===== src/sync_mem_pkg.sv =====
// Shared constants and types for the synchronous memory port controller.
package sync_mem_pkg;
  localparam int NUM_SPACES_DEF = 4;
  localparam int ADDR_W_DEF     = 20;
  localparam int BE_W_DEF       = 4;
  localparam int DATA_W         = 32;
  localparam int CTRL_W         = 7;

  localparam logic [7:0] OFS_SPACE_CTRL0 = 8'h00;
  localparam logic [7:0] OFS_CLK_DIV     = 8'h10;
  localparam logic [7:0] OFS_ADDR        = 8'h14;
  localparam logic [7:0] OFS_WDATA       = 8'h18;
  localparam logic [7:0] OFS_CMD         = 8'h1C;
  localparam logic [7:0] OFS_STATUS      = 8'h20;
  localparam logic [7:0] OFS_RDATA       = 8'h24;

  localparam int RL_LSB        = 0;
  localparam int WL_LSB        = 2;
  localparam int CHIP_ENABLE_EXTEND_BIT     = 4;
  localparam int STROBE_BIT    = 5;
  localparam int CLKSEL_BIT    = 6;
  localparam int CMD_WRITE_BIT = 0;
  localparam int CMD_SPACE_LSB = 1;
  localparam int CMD_BE_LSB    = 4;
  localparam int STAT_BUSY_BIT = 0;

  localparam logic [CTRL_W-1:0] SPACE_CTRL_RST = 7'h00;
  localparam logic [1:0]        CLK_DIV_RST    = 2'h0;

  localparam logic [1:0] DIV_BY1 = 2'h0;
  localparam logic [1:0] DIV_BY2 = 2'h1;

  typedef logic [CTRL_W-1:0] space_ctrl_t;

  typedef enum logic [3:0] {
    ST_IDLE   = 4'h1,
    ST_ARM    = 4'h2,
    ST_ACTIVE = 4'h4,
    ST_DESEL  = 4'h8
  } port_state_t;
endpackage


===== src/clk_tick_if.sv =====
// Carrier between the controller and its output clock generator.
interface clk_tick_if;
  logic [1:0] div_code;
  logic       full_tick;
  logic       div_tick;
  logic       full_clk;
  logic       div_clk;
  modport gen  (input div_code, output full_tick, div_tick, full_clk, div_clk);
  modport user (output div_code, input full_tick, div_tick, full_clk, div_clk);
endinterface


===== src/out_clock_gen.sv =====
// Full-rate and divided interface clocks with their rising-edge ticks.
module out_clock_gen (
  // Clock and reset
  input wire logic  pclk,
  input wire logic  presetn,
  // Clocks and ticks
  clk_tick_if.gen   ct
);
  logic       full_clk_r;
  logic       full_clk_nxt;
  logic       div_clk_r;
  logic       div_clk_nxt;
  logic [1:0] cnt_r;
  logic [1:0] cnt_nxt;
  logic [1:0] half_m1;

  // Half period in pclk cycles is N, so the divided clock has period 2N.
  always_comb begin
    case (ct.div_code)
      sync_mem_pkg::DIV_BY1: half_m1 = 2'h0;
      sync_mem_pkg::DIV_BY2: half_m1 = 2'h1;
      default:               half_m1 = 2'h3;
    endcase
    full_clk_nxt = ~full_clk_r;
    if (cnt_r >= half_m1) begin
      cnt_nxt     = 2'h0;
      div_clk_nxt = ~div_clk_r;
    end else begin
      cnt_nxt     = cnt_r + 2'h1;
      div_clk_nxt = div_clk_r;
    end
  end

  always_ff @(posedge pclk or negedge presetn) begin
    if (!presetn) begin
      full_clk_r <= 1'b0;
      div_clk_r  <= 1'b0;
      cnt_r      <= 2'h0;
    end else begin
      full_clk_r <= full_clk_nxt;
      div_clk_r  <= div_clk_nxt;
      cnt_r      <= cnt_nxt;
    end
  end

  assign ct.full_clk  = full_clk_r;
  assign ct.div_clk   = div_clk_r;
  assign ct.full_tick = ~full_clk_r;
  assign ct.div_tick  = ~div_clk_r & (cnt_r >= half_m1);
endmodule


===== src/sync_memory_port_control.sv =====
// Synchronous memory port controller with an APB register slave.
//
// Contract
// - Read data taken 0..3 cycles after command.
// - Write data driven 0..3 cycles after command.
// - Extension off: chip enable drops after command.
// - Extension on: chip enable follows output enable on reads.
// - Strobe select 0: address strobe, deselect cycle.
// - Strobe select 1: read enable, no deselect.
// - Interface runs on full or divided clock.
// - Control pins act as strobe, enables.
// - Divided clock is input rate over 2/4/8.
module sync_memory_port_control #(
  parameter int NUM_SPACES = sync_mem_pkg::NUM_SPACES_DEF,
  parameter int ADDR_W     = sync_mem_pkg::ADDR_W_DEF,
  parameter int BE_W       = sync_mem_pkg::BE_W_DEF
) (
  // Clock and reset
  input  wire logic                      pclk,
  input  wire logic                      presetn,
  // APB slave
  input  wire logic                      psel,
  input  wire logic                      penable,
  input  wire logic                      pwrite,
  input  wire logic [7:0]                paddr,
  input  wire logic [31:0]               pwdata,
  output logic      [31:0]               prdata,
  output logic                           pready,
  output logic                           pslverr,
  // Memory clocks
  output logic                           full_rate_out_clock,
  output logic                           divided_out_clock,
  // Memory control and address
  output logic      [NUM_SPACES-1:0]     space_chip_enable_n,
  output logic      [BE_W-1:0]           byte_enable_n,
  output logic      [ADDR_W-1:0]         ext_address,
  output logic                           addr_strobe_or_read_en_n,
  output logic                           sync_output_enable_n,
  output logic                           sync_write_enable_n,
  // Memory data pins
  input  wire logic [31:0]               ext_data_i,
  output logic      [31:0]               ext_data_o,
  output logic                           ext_data_oe
);
  typedef sync_mem_pkg::space_ctrl_t ctrl_t;
  typedef sync_mem_pkg::port_state_t st_t;

  clk_tick_if ct ();
  out_clock_gen u_clk (.pclk(pclk), .presetn(presetn), .ct(ct));

  // APB slave: one wait cycle, so every transfer answers in its second
  // access cycle and the read mux stays off the critical path.
  logic        pready_r, pready_nxt, pslverr_r, pslverr_nxt;
  logic [31:0] prdata_r, prdata_nxt;
  logic        acc, wr_fire, hit, sp_hit;
  ctrl_t       space_ctrl_r [NUM_SPACES];
  logic [1:0]  clk_div_r, clk_div_nxt;
  logic [ADDR_W-1:0] addr_r, addr_nxt;
  logic [31:0] wdata_r, wdata_nxt, rdata_r, rdata_nxt;
  st_t         state_r, state_nxt;
  logic [1:0]  cap_pipe_r, cap_pipe_nxt;

  assign acc     = psel & penable & ~pready_r;
  assign wr_fire = psel & penable & pready_r & pwrite;
  assign sp_hit  = (paddr < sync_mem_pkg::OFS_CLK_DIV) &&
                   (32'(paddr[3:2]) < NUM_SPACES);
  assign hit     = (paddr[1:0] == 2'h0) &&
                   (sp_hit || ((paddr >= sync_mem_pkg::OFS_CLK_DIV) &&
                               (paddr <= sync_mem_pkg::OFS_RDATA)));

  always_comb begin
    pready_nxt  = acc;
    pslverr_nxt = acc & ~hit;
    prdata_nxt  = 32'h0;
    if (acc && !pwrite) begin
      if (sp_hit) begin
        prdata_nxt = 32'(space_ctrl_r[paddr[3:2]]);
      end else begin
        case (paddr)
          sync_mem_pkg::OFS_CLK_DIV: prdata_nxt = 32'(clk_div_r);
          sync_mem_pkg::OFS_ADDR:    prdata_nxt = 32'(addr_r);
          sync_mem_pkg::OFS_WDATA:   prdata_nxt = wdata_r;
          sync_mem_pkg::OFS_STATUS:
            prdata_nxt = 32'((state_r != sync_mem_pkg::ST_IDLE) ||
                             (|cap_pipe_r)) << sync_mem_pkg::STAT_BUSY_BIT;
          sync_mem_pkg::OFS_RDATA:   prdata_nxt = rdata_r;
          default:                   prdata_nxt = 32'h0;
        endcase
      end
    end
    clk_div_nxt = (wr_fire && paddr == sync_mem_pkg::OFS_CLK_DIV) ?
                  pwdata[1:0] : clk_div_r;
    addr_nxt    = (wr_fire && paddr == sync_mem_pkg::OFS_ADDR) ?
                  pwdata[ADDR_W-1:0] : addr_r;
    wdata_nxt   = (wr_fire && paddr == sync_mem_pkg::OFS_WDATA) ?
                  pwdata : wdata_r;
  end

  always_ff @(posedge pclk or negedge presetn) begin
    if (!presetn) begin
      pready_r  <= 1'b0;
      pslverr_r <= 1'b0;
      prdata_r  <= 32'h0;
      clk_div_r <= sync_mem_pkg::CLK_DIV_RST;
      addr_r    <= '0;
      wdata_r   <= 32'h0;
    end else begin
      pready_r  <= pready_nxt;
      pslverr_r <= pslverr_nxt;
      prdata_r  <= prdata_nxt;
      clk_div_r <= clk_div_nxt;
      addr_r    <= addr_nxt;
      wdata_r   <= wdata_nxt;
    end
  end

  for (genvar g = 0; g < NUM_SPACES; g++) begin : g_space
    ctrl_t ctrl_nxt;
    always_comb begin
      ctrl_nxt = space_ctrl_r[g];
      if (wr_fire && sp_hit && 32'(paddr[3:2]) == g) begin
        ctrl_nxt = pwdata[sync_mem_pkg::CTRL_W-1:0];
      end
    end
    always_ff @(posedge pclk or negedge presetn) begin
      if (!presetn) begin
        space_ctrl_r[g] <= sync_mem_pkg::SPACE_CTRL_RST;
      end else begin
        space_ctrl_r[g] <= ctrl_nxt;
      end
    end
  end

  assign ct.div_code = clk_div_r;

  // Read data pins are double-registered before use, so the capture waits
  // two cycles after its interface edge to take the value of that edge.
  // Busy stays up meanwhile, so a poll never returns stale read data.
  logic [31:0] din_meta_r, din_sync_r;
  always_ff @(posedge pclk or negedge presetn) begin
    if (!presetn) begin
      din_meta_r <= 32'h0;
      din_sync_r <= 32'h0;
    end else begin
      din_meta_r <= ext_data_i;
      din_sync_r <= din_meta_r;
    end
  end

  // Access engine; after leaving idle it steps only on ticks of the selected interface clock.
  logic [2:0] lat_r, lat_nxt, k;
  ctrl_t      act_ctrl_r, act_ctrl_nxt;
  logic       act_wr_r, act_wr_nxt, tick, cmd_fire, done;
  logic [1:0] act_sp_r, act_sp_nxt, rl, wl;
  logic [BE_W-1:0] act_be_r, act_be_nxt, be_n_r, be_n_nxt;
  logic [NUM_SPACES-1:0] ce_n_r, ce_n_nxt;
  logic [ADDR_W-1:0] xaddr_r, xaddr_nxt;
  logic [31:0] dout_r, dout_nxt;
  logic strobe_n_r, strobe_n_nxt, oe_n_r, oe_n_nxt, we_n_r, we_n_nxt;
  logic doe_r, doe_nxt;

  assign cmd_fire = wr_fire && paddr == sync_mem_pkg::OFS_CMD;
  assign rl   = act_ctrl_r[sync_mem_pkg::RL_LSB +: 2];
  assign wl   = act_ctrl_r[sync_mem_pkg::WL_LSB +: 2];
  assign tick = act_ctrl_r[sync_mem_pkg::CLKSEL_BIT] ?
                ct.div_tick : ct.full_tick;
  assign k    = lat_r + 3'h1;

  always_comb begin
    state_nxt    = state_r;
    lat_nxt      = lat_r;
    act_ctrl_nxt = act_ctrl_r;
    act_wr_nxt   = act_wr_r;
    act_sp_nxt   = act_sp_r;
    act_be_nxt   = act_be_r;
    ce_n_nxt     = ce_n_r;
    be_n_nxt     = be_n_r;
    xaddr_nxt    = xaddr_r;
    dout_nxt     = dout_r;
    strobe_n_nxt = strobe_n_r;
    oe_n_nxt     = oe_n_r;
    we_n_nxt     = we_n_r;
    doe_nxt      = doe_r;
    cap_pipe_nxt = {cap_pipe_r[0], 1'b0};
    rdata_nxt    = cap_pipe_r[1] ? din_sync_r : rdata_r;
    done         = 1'b0;
    case (state_r)
      sync_mem_pkg::ST_IDLE: begin
        // A command written while the engine is not in idle is dropped.
        if (cmd_fire &&
            32'(pwdata[sync_mem_pkg::CMD_SPACE_LSB +: 2]) < NUM_SPACES) begin
          act_sp_nxt   = pwdata[sync_mem_pkg::CMD_SPACE_LSB +: 2];
          act_wr_nxt   = pwdata[sync_mem_pkg::CMD_WRITE_BIT];
          act_be_nxt   = pwdata[sync_mem_pkg::CMD_BE_LSB +: BE_W];
          act_ctrl_nxt = space_ctrl_r[act_sp_nxt];
          state_nxt    = sync_mem_pkg::ST_ARM;
        end
      end
      sync_mem_pkg::ST_ARM: begin
        if (tick) begin
          ce_n_nxt     = ~(NUM_SPACES'(1) << act_sp_r);
          be_n_nxt     = ~act_be_r;
          xaddr_nxt    = addr_r;
          dout_nxt     = wdata_r;
          strobe_n_nxt = 1'b0;
          oe_n_nxt     = act_wr_r;
          we_n_nxt     = ~act_wr_r;
          doe_nxt      = act_wr_r && wl == 2'h0;
          lat_nxt      = 3'h0;
          state_nxt    = sync_mem_pkg::ST_ACTIVE;
        end
      end
      sync_mem_pkg::ST_ACTIVE: begin
        if (tick) begin
          lat_nxt      = k;
          strobe_n_nxt = 1'b1;
          we_n_nxt     = 1'b1;
          if (!act_ctrl_r[sync_mem_pkg::CHIP_ENABLE_EXTEND_BIT] || act_wr_r) begin
            ce_n_nxt = '1;
          end
          if (!act_wr_r) begin
            if (k == {1'b0, rl} + 3'h1) begin
              cap_pipe_nxt[0] = 1'b1;
              oe_n_nxt  = 1'b1;
              ce_n_nxt  = '1;
              done      = 1'b1;
            end
          end else begin
            if (k == {1'b0, wl}) begin
              doe_nxt = 1'b1;
            end
            if (k == {1'b0, wl} + 3'h1) begin
              doe_nxt = 1'b0;
              done    = 1'b1;
            end
          end
          if (done) begin
            state_nxt = act_ctrl_r[sync_mem_pkg::STROBE_BIT] ?
                        sync_mem_pkg::ST_IDLE :
                        sync_mem_pkg::ST_DESEL;
          end
        end
      end
      sync_mem_pkg::ST_DESEL: begin
        if (tick) begin
          state_nxt = sync_mem_pkg::ST_IDLE;
        end
      end
      default: state_nxt = sync_mem_pkg::ST_IDLE;
    endcase
  end

  always_ff @(posedge pclk or negedge presetn) begin
    if (!presetn) begin
      state_r    <= sync_mem_pkg::ST_IDLE;
      lat_r      <= 3'h0;
      act_ctrl_r <= sync_mem_pkg::SPACE_CTRL_RST;
      act_wr_r   <= 1'b0;
      act_sp_r   <= 2'h0;
      act_be_r   <= '0;
      ce_n_r     <= '1;
      be_n_r     <= '1;
      xaddr_r    <= '0;
      dout_r     <= 32'h0;
      strobe_n_r <= 1'b1;
      oe_n_r     <= 1'b1;
      we_n_r     <= 1'b1;
      doe_r      <= 1'b0;
      rdata_r    <= 32'h0;
      cap_pipe_r <= 2'h0;
    end else begin
      state_r    <= state_nxt;
      lat_r      <= lat_nxt;
      act_ctrl_r <= act_ctrl_nxt;
      act_wr_r   <= act_wr_nxt;
      act_sp_r   <= act_sp_nxt;
      act_be_r   <= act_be_nxt;
      ce_n_r     <= ce_n_nxt;
      be_n_r     <= be_n_nxt;
      xaddr_r    <= xaddr_nxt;
      dout_r     <= dout_nxt;
      strobe_n_r <= strobe_n_nxt;
      oe_n_r     <= oe_n_nxt;
      we_n_r     <= we_n_nxt;
      doe_r      <= doe_nxt;
      rdata_r    <= rdata_nxt;
      cap_pipe_r <= cap_pipe_nxt;
    end
  end

  assign prdata                   = prdata_r;
  assign pready                   = pready_r;
  assign pslverr                  = pslverr_r;
  assign full_rate_out_clock      = ct.full_clk;
  assign divided_out_clock        = ct.div_clk;
  assign space_chip_enable_n      = ce_n_r;
  assign byte_enable_n            = be_n_r;
  assign ext_address              = xaddr_r;
  assign addr_strobe_or_read_en_n = strobe_n_r;
  assign sync_output_enable_n     = oe_n_r;
  assign sync_write_enable_n      = we_n_r;
  assign ext_data_o               = dout_r;
  assign ext_data_oe              = doe_r;

  // Helper logic read only by the checks below.
  logic [2:0] h_cnt_r;
  logic [3:0] div_per_r;
  logic       div_prev_r, div_seen_r;
  always_ff @(posedge pclk or negedge presetn) begin
    if (!presetn) begin
      h_cnt_r    <= 3'h0;
      div_per_r  <= 4'h0;
      div_prev_r <= 1'b0;
      div_seen_r <= 1'b0;
    end else begin
      if (state_r == sync_mem_pkg::ST_ARM && tick) h_cnt_r <= 3'h0;
      else if (tick && h_cnt_r != 3'h7) h_cnt_r <= h_cnt_r + 3'h1;
      div_prev_r <= ct.div_clk;
      div_per_r  <= (ct.div_clk & ~div_prev_r) ? 4'h0 : div_per_r + 4'h1;
      if (clk_div_nxt != clk_div_r) div_seen_r <= 1'b0;
      else if (ct.div_clk & ~div_prev_r) div_seen_r <= 1'b1;
    end
  end
endmodule


===== config.mk =====
export PLATFORM = sky130hd
export DESIGN_NAME = sync_memory_port_control
export DESIGN_NICKNAME = d
export VERILOG_FILES = /design/src/sync_mem_pkg.sv /design/src/clk_tick_if.sv /design/src/out_clock_gen.sv /design/src/sync_memory_port_control.sv
export SDC_FILE = /design/constraint.sdc
export NUM_CORES = 1
export LEC_CHECK = 0
export BUFFER_PORTS_ARGS = -buffer_cell sky130_fd_sc_hd__buf_4
export CAP_MARGIN = 20
export CORE_ASPECT_RATIO = 1.4
export CORE_UTILIZATION = 61
export DETAILED_ROUTE_END_ITERATION = 7
export PLACE_DENSITY = 0.85
export SYNTH_ARGS = -nofsm -noshare
export SYNTH_HDL_FRONTEND = slang
export SYNTH_HIERARCHICAL = 1
export SYNTH_SLANG_ARGS = --single-unit
export TNS_END_PERCENT = 10

===== constraint.sdc =====
create_clock -name pclk -period 3.7 [get_ports pclk]
set_input_delay 0.74 -clock pclk [delete_from_list [all_inputs] [get_ports pclk]]
set_output_delay 0.74 -clock pclk [all_outputs]
set_load 0.02 [all_outputs]

==> results of run 1 <==
## cell type report
| type | instances | share of cell area |
|---|---|---|
| clock buffers | 39 | 0.05507 |
| clock inverters | 11 | 0.009759 |
| inverters | 12 | 0.003137 |
| multi-input cells | 525 | 0.2760 |
| flip-flops and latches | 303 | 0.5291 |
| well taps | 244 | 0.02126 |
| repair buffers | 196 | 0.1056 |
## sequential cells by signal, indices dropped and copies added, names as in the netlist, 20 cells and up
name / cells
rdata_r: 32
wdata_r: 32
prdata: 32
ext_address: 20
ext_data_o: 32
space_ctrl_r: 28
addr_r: 20
din_meta_r: 32
din_sync_r: 32
## through the flow
step,setup slack [ps],cells
floorplan,1193,892
finish,1002,1330
detailed placement,694.1,1280
CTS,986.9,1330
global route,793.0,1330
global placement,762.9,1280
## placed cells by master (no fill, tap or decap), types with 3 or more instances in the layout
master and n:
nand3_1 6, mux2_4 9, nor3_1 6, dfrtp_1 290
ha_1 6, clkbuf_1 5, dfstp_2 12, xnor2_1 6
inv_1 12, a22oi_1 30, clkbuf_16 27, xor2_1 3
mux2_2 117, o21ai_0 13, a21oi_1 9, mux4_2 14
a22o_1 20, clkbuf_8 7, nand2b_1 5, o21a_1 3
buf_4 192, a31oi_1 3, nor2_1 41, nand3b_1 3
nor4_4 3, nand2_1 177, bufinv_16 3, clkinv_2 5
buf_12 3, mux2_1 3
## cells by family after synthesis
group                      after synthesis  share of synthesized area
muxes                                  145                     0.1540
DFF                                    303                     0.6423
buffers and inverters                   64                    0.02571
xor gates and xnor gates                11                    0.01058
adders and majority gates                6                   0.006347
and+or+nand+nor                        264                    0.09891
AOI/OAI and AO/OA                       99                    0.06210
## worst min path at each step
| stage | from | to | slack [ps] | depth (start not counted) |
|---|---|---|---|---|
| floorplan | din_meta_r[0] | din_sync_r[0] | 330 | 0 |
| global placement | din_meta_r[27] | din_sync_r[27] | 330 | 0 |
| detailed placement | din_meta_r[0] | din_sync_r[0] | 330 | 0 |
| CTS | presetn | ext_data_o[7] | 260 | 1 |
| global route | presetn | ext_data_o[7] | 280 | 1 |
| finish | presetn | ext_data_o[5] | 220 | 1 |
## report_power, final
part | switching, mW | total [mW] | internal [mW]
Clock | 1.18 | 2.88 | 1.70
Combinational | 0.133 | 0.218 | 0.0851
Sequential | 0.0185 | 3.38 | 3.36
## layer usage
layer | share of wire | vias to the layer above
met5 | 0 | -
met4 | 0.039 | 0
met3 | 0.053 | 81
met2 | 0.53 | 292
met1 | 0.38 | 3957
li1 | - | 3420
## critical path, cell delays in order (launching register included)
cell      delay, ps
dfrtp_1         430
or2_2           320
ha_1            270
nand2b_4        120
a21oi_2          70
nor2_1          130
mux2_2          320
o21ai_0         320
a41oi_1         450
o32a_1          230
==> out/qor.txt, run 1 <==
leading post-synthesis cells by cell area -> dfrtp_1 62%, mux2_2 11%, nand2_1 5.6%
post-synth top area share -> 0.6157
Static Leak -> 7.230 nW
end of the critical path -> space_chip_enable_n[0]
Antenna diodes -> 0
Finished Core Util -> 0.7628
Iter 0 DRT Violations -> 673
GRT overflow -> 0
max-slew violations -> 0
Post-CTS Setup Inserts -> 0
FF/Latch Area -> 7599 µm²
Final nets -> 1148
Async S/R FF share, synth -> 1.000
RR Endpoint -> space_chip_enable_n[0]
syn nets -> 975
starting density of the core -> 0.6283
Final Skew -> 23.22 ps
cell row count -> 59
Core Region -> 18820 µm²
#FFs+latches synth -> 303
YS warnings -> 6
count leader, synth -> dfrtp_1
Total GRT Usage -> 0.2868
IO Port Bufs -> 176
GPL Wtd Cong -> 0.8249
Avg Inst Size Synth -> 13.26 µm²
Root Buffer -> clkbuf_16
Crit Reg-Reg Startpoint -> clk_div_r[1]
synth cell count leaders -> 291 x dfrtp_1, 178 x nand2_1, 117 x mux2_2
Synth cell types -> 65
met3 GRT Util -> 0.04863
Die Width -> 119.7 µm
TritonCTS Buffers -> 27
reg2reg path depth -> 9
RSZ-0062 raised after global routing -> no
smallest hold slack -> 219.7 ps
cell taking the most area after synthesis -> dfrtp_1
io pins -> 177
slew margin rel. -> 0.3949
Routed Antenna Nets -> 0
multi-input logic area -> 3964 µm²
vias per cell -> 5.827
largest net degree at the start of global routing -> 104
final instance area -> 14360 µm²
CTS tree -> yes
Clock H-tree levels -> 1
Sink Count -> 303
Tot Pwr -> 6.474 mW
status -> finished clean
# hold bufs at CTS -> 0
dpl hpwl -> 18210 µm
Crit. Startpoint -> clk_div_r[1]
Mapped Cells -> 892
antenna violations before repair -> 0
power per cell area -> 450.9 nW/µm²
CTS clk-pin slew, worst paths -> 60 ps
setup TNS -> 0 ps
Worst-Skew Late Latency -> 540 ps
share of layout cells above drive strength 1 -> 0.3794
via count -> 7750
crit-path max FO -> 10
first-pass GRT wire length -> 44020 µm
Fmax -> 370.7 MHz
Hold WC Path Type -> input port to async pin
Seq/Total Area, Yosys -> 0.6423
Setup Crit Path Kind -> flip-flop to flip-flop
Bufs on Longest Clock Path -> 3
number of global-route vias before repair -> 8336
met2 GRT Util -> 0.4938
Cell Area, Placed -> 13430 µm²
number of enable flip-flop cells after synthesis -> 0
Routed wire per std cell -> 20.46 µm
R2R setup slack -> 1000 ps
Cell Area, Synth -> 11830 µm²
final period utilization -> 0.7291
Max VDD drop -> 0.0004584 V
GR peak layer -> met2
Pre-Repair DR Iteration Count -> 5
fill count -> 1135
final hold violations -> 0
Final Setup Violations -> 0
Die Y -> 166.8 µm
critical path endpoint category -> flip-flop
Period minus WS final -> 2698 ps
Critical Path RT -> 4180 ps
post_cts resized -> 0
Worst Setup Start Kind -> flip-flop
GR Layer Usage met1 -> 0.3547
Main synth FF type -> dfrtp_1
max-cap check violation count -> 0
Layout area overhead -> 21.41%
Routed WL -> 27210 µm
slew of the pin with the lowest slew margin -> 902.8 ps
die footprint -> 19960 µm²
Critical Path AT -> 3180 ps
DRC -> 0
No activity file was read; power rests on OpenSTA's default activity.
==> run 2: changes to the inputs <==
--- a/config.mk
+++ b/config.mk
@@ -8,9 +8,9 @@
 export BUFFER_PORTS_ARGS = -buffer_cell sky130_fd_sc_hd__buf_4
 export CAP_MARGIN = 20
 export CORE_ASPECT_RATIO = 1.4
-export CORE_UTILIZATION = 61
+export CORE_UTILIZATION = 51
 export DETAILED_ROUTE_END_ITERATION = 7
-export PLACE_DENSITY = 0.85
+export PLACE_DENSITY = 0.75
 export SYNTH_ARGS = -nofsm -noshare
 export SYNTH_HDL_FRONTEND = slang
 export SYNTH_HIERARCHICAL = 1
==> constraint.sdc (replaced) <==
create_clock -name pclk -period 2.2 [get_ports pclk]
set_input_delay 0.44 -clock pclk [delete_from_list [all_inputs] [get_ports pclk]]
set_output_delay 0.44 -clock pclk [all_outputs]
set_load 0.02 [all_outputs]
==> out/qor.txt, run 2 (same netlist as run 1, synthesis figures left out) <==
status -> finished clean
GRT overflow -> 0 (unchanged)
Final Setup Violations -> 0 (unchanged)
final instance area -> 15260 µm² (+6.3%)
Clock H-tree levels -> 1 (unchanged)
Cell Area, Placed -> 13940 µm² (+3.8%)
max-slew violations -> 0 (unchanged)
final hold violations -> 0 (unchanged)
die footprint -> 23810 µm² (+19%)
Root Buffer -> clkbuf_16
share of layout cells above drive strength 1 -> 0.3945 (+0.01509)
Setup Crit Path Kind -> flip-flop to flip-flop
first-pass GRT wire length -> 43880 µm (-0.30%)
io pins -> 177 (unchanged)
slew of the pin with the lowest slew margin -> 695.1 ps (-207.7 ps)
Fmax -> 467.8 MHz (+26%)
CTS tree -> yes
Routed wire per std cell -> 18.68 µm (-8.7%)
Total GRT Usage -> 0.2410 (-0.04576)
most frequent cells in the layout -> 290 x dfrtp_1, 215 x buf_4, 177 x nand2_1
final period utilization -> 0.9717 (+0.2426)
DRC -> 0 (unchanged)
Min-Delay Endpoint -> din_meta_r[4]
Max VDD drop -> 0.0005801 V (+27%)
TritonCTS Buffers -> 28 (+3.7%)
Worst Setup Start Kind -> flip-flop
Die Y -> 182.2 µm (+9.3%)
Routed WL -> 27210 µm (about the same)
max-cap check violation count -> 0 (unchanged)
Worst Min Path Start -> ext_data_i[4]
IO Port Bufs -> 176 (unchanged)
Layout area overhead -> 29.04%
vias per cell -> 5.360 (-8.0%)
starting density of the core -> 0.5231 (-0.1052)
via count -> 7809 (+0.76%)
Die Width -> 130.7 µm (+9.2%)
RSZ-0062 raised after global routing -> yes
Critical Path AT -> 2610 ps (-570 ps)
Sink Count -> 303 (unchanged)
critical path endpoint category -> flip-flop
Core Region -> 22610 µm² (+20%)
crit-path max FO -> 17 (+7)
power per cell area -> 728.8 nW/µm² (+62%)
RR Endpoint -> space_chip_enable_n[1]
hold depth -> 1
Worst-Skew Late Latency -> 540 ps (about the same)
smallest hold slack -> 30.07 ps (-189.6 ps)
Worst Setup Slack, final -> 62.34 ps (-940.0 ps)
Period minus WS final -> 2138 ps (-560.0 ps)
reg2reg path depth -> 11 (+2)
number of global-route vias before repair -> 8301 (-0.42%)
pre-CTS WS -> -84.51 ps (-778.6 ps)
Static Leak -> 7.655 nW (+5.9%)
Crit. Startpoint -> clk_div_r[1]
cell row count -> 65 (+10%)
Final Skew -> 16.39 ps (-6.833 ps)
largest net degree at the start of global routing -> 60 (-42%)
dpl hpwl -> 18850 µm (+3.5%)
Bufs on Longest Clock Path -> 3 (unchanged)
R2R setup slack -> 60 ps (-940 ps)
Crit Reg-Reg Startpoint -> clk_div_r[1]
Routed Antenna Nets -> 0 (unchanged)
commonest non-fill, non-tap cell in the layout -> dfrtp_1
antenna violations before repair -> 0 (unchanged)
CTS clk-pin slew, worst paths -> 60 ps (about the same)
Hold WC Path Type -> input port to flip-flop
Final nets -> 1218 (+6.1%)
Iter 0 DRT Violations -> 487 (-28%)
GPL Wtd Cong -> 0.8201 (-0.58%)
Pre-Repair DR Iteration Count -> 4 (-1)
slew margin rel. -> 0.5301 (+0.1352)
Critical Path RT -> 2670 ps (-1510 ps)
Antenna diodes -> 0 (unchanged)
## run 2: how the worst max path moves through the flow
stage	end	slack, ps	depth (start not counted)
floorplan	ext_data_o[10]	-20	11
global placement	wdata_r[24]	-50	5
detailed placement	space_chip_enable_n[2]	-80	10
CTS	space_chip_enable_n[1]	50	11
global route	ext_data_oe	-20	10
finish	space_chip_enable_n[1]	60	11
## run 2: repair_timing
item / in CTS / in global routing
resized for setup: 5 / 1
endpoints found under the setup margin: 5 / 7
endpoints found under the hold margin: 77 / 6
pin swaps: 4 / 2
buffers inserted: 0 / 0
hold buffers: 26 / 6
## run 2: critical path: stages (launching register included)
cell	delay (ps)
dfrtp_1	380
or2_4	260
ha_4	260
nand2b_4	110
a21oi_2	60
nor2_1	140
mux2i_1	100
buf_4	160
nor2_4	150
buf_6	210
nand2_1	70
o22a_1	180
## run 2: layout make-up
cell class	count	area, µm²
Fill cell	1676	7347
Tap cell	301	376.6
Clock buffer	33	749.5
Sequential cell	303	7599
Inverter	12	45.04
Multi-Input combinational cell	525	4001
Timing Repair Buffer	265	2281
Clock inverter	18	210.2
## run 2: metal layers
metal,share of wire,track usage,vias up
li1,-,-,3561
met1,0.40,0.3089,3955
met2,0.52,0.4078,229
met3,0.050,0.03547,64
met4,0.037,0.09839,0
met5,0,0,-
## run 2: through the flow
stage / std cells / power, mW / TNS (ps) / utilization
finish: 1457 / 11.12 / 0 / 0.6750
global route: 1457 / 11.48 / -55.01 / 0.6750
CTS: 1451 / 11.20 / 0 / 0.6721
detailed placement: 1374 / 6.177 / -3187 / 0.6168
global placement: 1374 / 6.166 / -1686 / 0.6168
floorplan: 892 / 5.857 / -565.8 / -
## run 2: power breakdown
part	leakage, nW	internal, mW	switching (mW)
registers	4.03	5.65	0.0269
logic	3.15	0.200	0.241
clock network	0.482	2.92	2.09
total	7.66	8.76	2.36
==> run 3: changes to the inputs <==
--- a/config.mk
+++ b/config.mk
@@ -5,12 +5,13 @@
 export SDC_FILE = /design/constraint.sdc
 export NUM_CORES = 1
 export LEC_CHECK = 0
+export ABC_AREA = 1
 export BUFFER_PORTS_ARGS = -buffer_cell sky130_fd_sc_hd__buf_4
 export CAP_MARGIN = 20
 export CORE_ASPECT_RATIO = 1.4
 export CORE_UTILIZATION = 51
 export DETAILED_ROUTE_END_ITERATION = 7
-export PLACE_DENSITY = 0.75
+export PLACE_DENSITY = 0.76
 export SYNTH_ARGS = -nofsm -noshare
 export SYNTH_HDL_FRONTEND = slang
 export SYNTH_HIERARCHICAL = 1
==> out/qor.txt, run 3 <==
Internal -> 8.642 mW (-1.4%)
Synth cell types -> 30 (-54%)
Slowest cell on crit path -> dfrtp_1
Setup Crit Path Kind -> flip-flop to flip-flop
non-filler cells, final -> 1765 (+21%)
CTS tree -> yes
post-synthesis adder-cell area fraction -> 0.006390 (+0.00004327)
Final nets -> 1527 (+25%)
DRC -> 0 (unchanged)
cell taking the most area after synthesis -> dfrtp_1
Critical Path RT -> 2630 ps (-40 ps)
Period minus WS final -> 2077 ps (-60.46 ps)
CP Buf/Inv Count -> 6 (+4)
synth cell count leaders -> 299 x nand2_1, 291 x dfrtp_1, 145 x o21ai_0
#FFs+latches synth -> 303 (unchanged)
syn nets -> 1296 (+33%)
Sw Ratio -> 0.2160 (+0.003678)
number of global-route vias before repair -> 9370 (+13%)
share of layout cells above drive strength 1 -> 0.2227 (-0.1718)
slew margin rel. -> 0.4070 (-0.1231)
CP max stage delay -> 390 ps (about the same)
Clock H-tree levels -> 1 (unchanged)
io pins -> 177 (unchanged)
Tot Pwr -> 11.02 mW (-0.91%)
Sink Count -> 303 (unchanged)
critical path endpoint category -> flip-flop
Worst-Skew Late Latency -> 570 ps (+30 ps)
Routed WL -> 29650 µm (+9.0%)
combinational power share -> 0.042 (+0.002)
antenna violations before repair -> 0 (unchanged)
final instance area -> 14970 µm² (-1.9%)
R2R setup slack -> 120 ps (+60 ps)
count leader, synth -> nand2_1
dpl hpwl -> 19920 µm (+5.6%)
CTS clk-pin slew, worst paths -> 60 ps (about the same)
Async S/R FF share, synth -> 1.000 (unchanged)
Reg power frac -> 0.514 (+0.004)
fill count -> 1822 (+8.7%)
TritonCTS Buffers -> 28 (unchanged)
Worst Setup Start Kind -> flip-flop
Mapped Cells -> 1213 (+36%)
largest net degree at the start of global routing -> 68 (+13%)
slew of the pin with the lowest slew margin -> 886.1 ps (+191.0 ps)
vias per cell -> 5.224 (-2.5%)
YS warnings -> 6 (unchanged)
Total GRT Usage -> 0.2585 (+0.01747)
Finished Core Util -> 0.6623 (-0.01278)
main combinational cell family by area after synthesis -> simple AND/OR/NAND/NOR gates
Main synth FF type -> dfrtp_1
Cell Area, Synth -> 11750 µm² (-0.68%)
number of enable flip-flop cells after synthesis -> 0 (unchanged)
final period utilization -> 0.9442 (-0.02748)
clock power share -> 0.444 (-0.006)
first-pass GRT wire length -> 47310 µm (+7.8%)
power per cell area -> 736.1 nW/µm² (+1.0%)
CP dominant cell by count -> nand2_2
smallest hold slack -> 120.7 ps (+90.68 ps)
Pre-Repair DR Iteration Count -> 5 (+1)
final hold violations -> 0 (unchanged)
Critical Path AT -> 2510 ps (-100 ps)
Hold WC Path Type -> input port to flip-flop
Iter 0 DRT Violations -> 624 (+28%)
Max VDD drop -> 0.0006696 V (+15%)
P_sw -> 2.380 mW (+0.81%)
GPL Wtd Cong -> 0.9121 (+11%)
Die Width -> 130.3 µm (-0.33%)
commonest non-fill, non-tap cell in the layout -> nand2_1
Die Y -> 181.6 µm (-0.34%)
mux cell area share after synthesis -> 0.01246 (-0.1416)
Static Leak -> 7.187 nW (-6.1%)
Antenna diodes -> 0 (unchanged)
Layout area overhead -> 27.46%
cell row count -> 65 (unchanged)
crit-path max FO -> 7 (-10)
via count -> 9220 (+18%)
post-synth top area share -> 0.6199 (+0.004197)
critical path, cell by cell -> buf_4 -> inv_2 -> ha_4 -> nand2_2 -> nand3_4 -> nand2_2 -> inv_1 -> inv_1 -> nand2_1 -> o21ai_2 -> inv_2 -> nand2_8 -> clkinvlp_4 -> nand2_2 -> nand2_1
Root Buffer -> clkbuf_16
Avg Inst Size Synth -> 9.685 µm² (-27%)
most frequent cells in the layout -> 292 x nand2_1, 290 x dfrtp_1, 210 x buf_4
starting density of the core -> 0.5196 (-0.003542)
Final Skew -> 41.48 ps (+25.09 ps)
Routed Antenna Nets -> 0 (unchanged)
leading post-synthesis cells by cell area -> dfrtp_1 62%, nand2_1 9.6%, o21ai_0 6.2%
Seq/Total Area, Yosys -> 0.6467 (+0.004378)
status -> finished clean
GRT overflow -> 0 (unchanged)
Cell Area, Placed -> 13550 µm² (-2.9%)
placed cells -> 1677 (+22%)
XOR/XNOR Fraction of Synth Area -> 0.001491 (-0.009088)
Bufs on Longest Clock Path -> 3 (unchanged)
max-cap check violation count -> 0 (unchanged)
Synth Area in Compound Gates -> 0.1094 (+0.04729)
IO Port Bufs -> 176 (unchanged)
Post-Synth Simple-Gate Area -> 0.1572 (+0.05829)
die footprint -> 23650 µm² (-0.67%)
critical path's top delay family -> simple AND/OR/NAND/NOR gates
Final Setup Violations -> 0 (unchanged)
Core Region -> 22610 µm² (unchanged)
max-slew violations -> 0 (unchanged)
Fmax -> 481.4 MHz (+2.9%)
Routed wire per std cell -> 16.80 µm (-10%)
[run 3: worst paths after layout]
path                          startpoint              to  depth (start not counted)
max                         clk_div_r[1]  ext_data_o[30]                         15
min                           pwdata[31]     wdata_r[31]                          3
max reg2reg                 clk_div_r[1]  ext_data_o[30]                         15
min reg2reg                din_meta_r[8]   din_sync_r[8]                          0
max in group asynchronous        presetn     wdata_r[26]                          3
min in group asynchronous        presetn       prdata[8]                          2
[run 3: repair_timing]
item / 4_1_cts / 5_1_grt
gates cloned: 0 / 2
hold buffers: 32 / 1
pin swaps: 0 / 6
endpoints found under the setup margin: 11 / 66
resized for setup: 1 / 22
buffers inserted: 0 / 3
endpoints found under the hold margin: 86 / 1
[run 3: tightest hold or removal path, cell delays in order]
cell     delay (ps)
buf_4            90
nor2_1           40
a21oi_2          80
[run 3: power groups by stage]
stage / clock network [mW] / registers, mW / logic (mW)
after floorplan: 0 / 5.77 / 0.105
after global placement: 0 / 5.77 / 0.407
after detailed placement: 0 / 5.77 / 0.413
after CTS: 4.97 / 5.67 / 0.461
after global routing: 5.19 / 5.67 / 0.512
final: 4.89 / 5.67 / 0.460
[run 3: logic make-up (layout without fill, tap and decap cells)]
kind of cell,count (synthesis),in the layout
and+or+nand+nor,458,458
AOI/OAI and AO/OA,243,243
adders and majority gates,6,6
buffers and inverters,188,439
xor gates and xnor gates,2,2
DFF,303,303
muxes,13,13
[run 3: through the flow]
stage | setup TNS, ps | worst slack, ps
2_1_floorplan | 0 | 18.73
3_3_place_gp | 0 | 76.78
3_5_place_dp | -17.31 | -17.31
4_1_cts | -67.32 | -19.25
5_1_grt | -20.00 | -8.487
6_report | 0 | 122.8
[run 3: metal layers]
layer,track usage,part of all wire,vias to the layer above
met2,0.4402,0.50,359
met4,0.1130,0.040,0
met1,0.3151,0.38,4439
met5,0,0,-
li1,-,-,4349
met3,0.05127,0.076,73
[run 3: final cells by class]
| cell class | instances | area (µm²) | area share |
|---|---|---|---|
| timing repair buffer | 252 | 2081 | 0.1390 |
| inverter | 136 | 514.2 | 0.03434 |
| sequential | 303 | 7599 | 0.5075 |
| timing repair inverter | 1 | 7.507 | 0.0005014 |
| clock buffer | 39 | 802.0 | 0.05356 |
| multi-input combinational | 722 | 3446 | 0.2301 |
| clock inverter | 11 | 147.6 | 0.009860 |
| tap | 301 | 376.6 | 0.02515 |
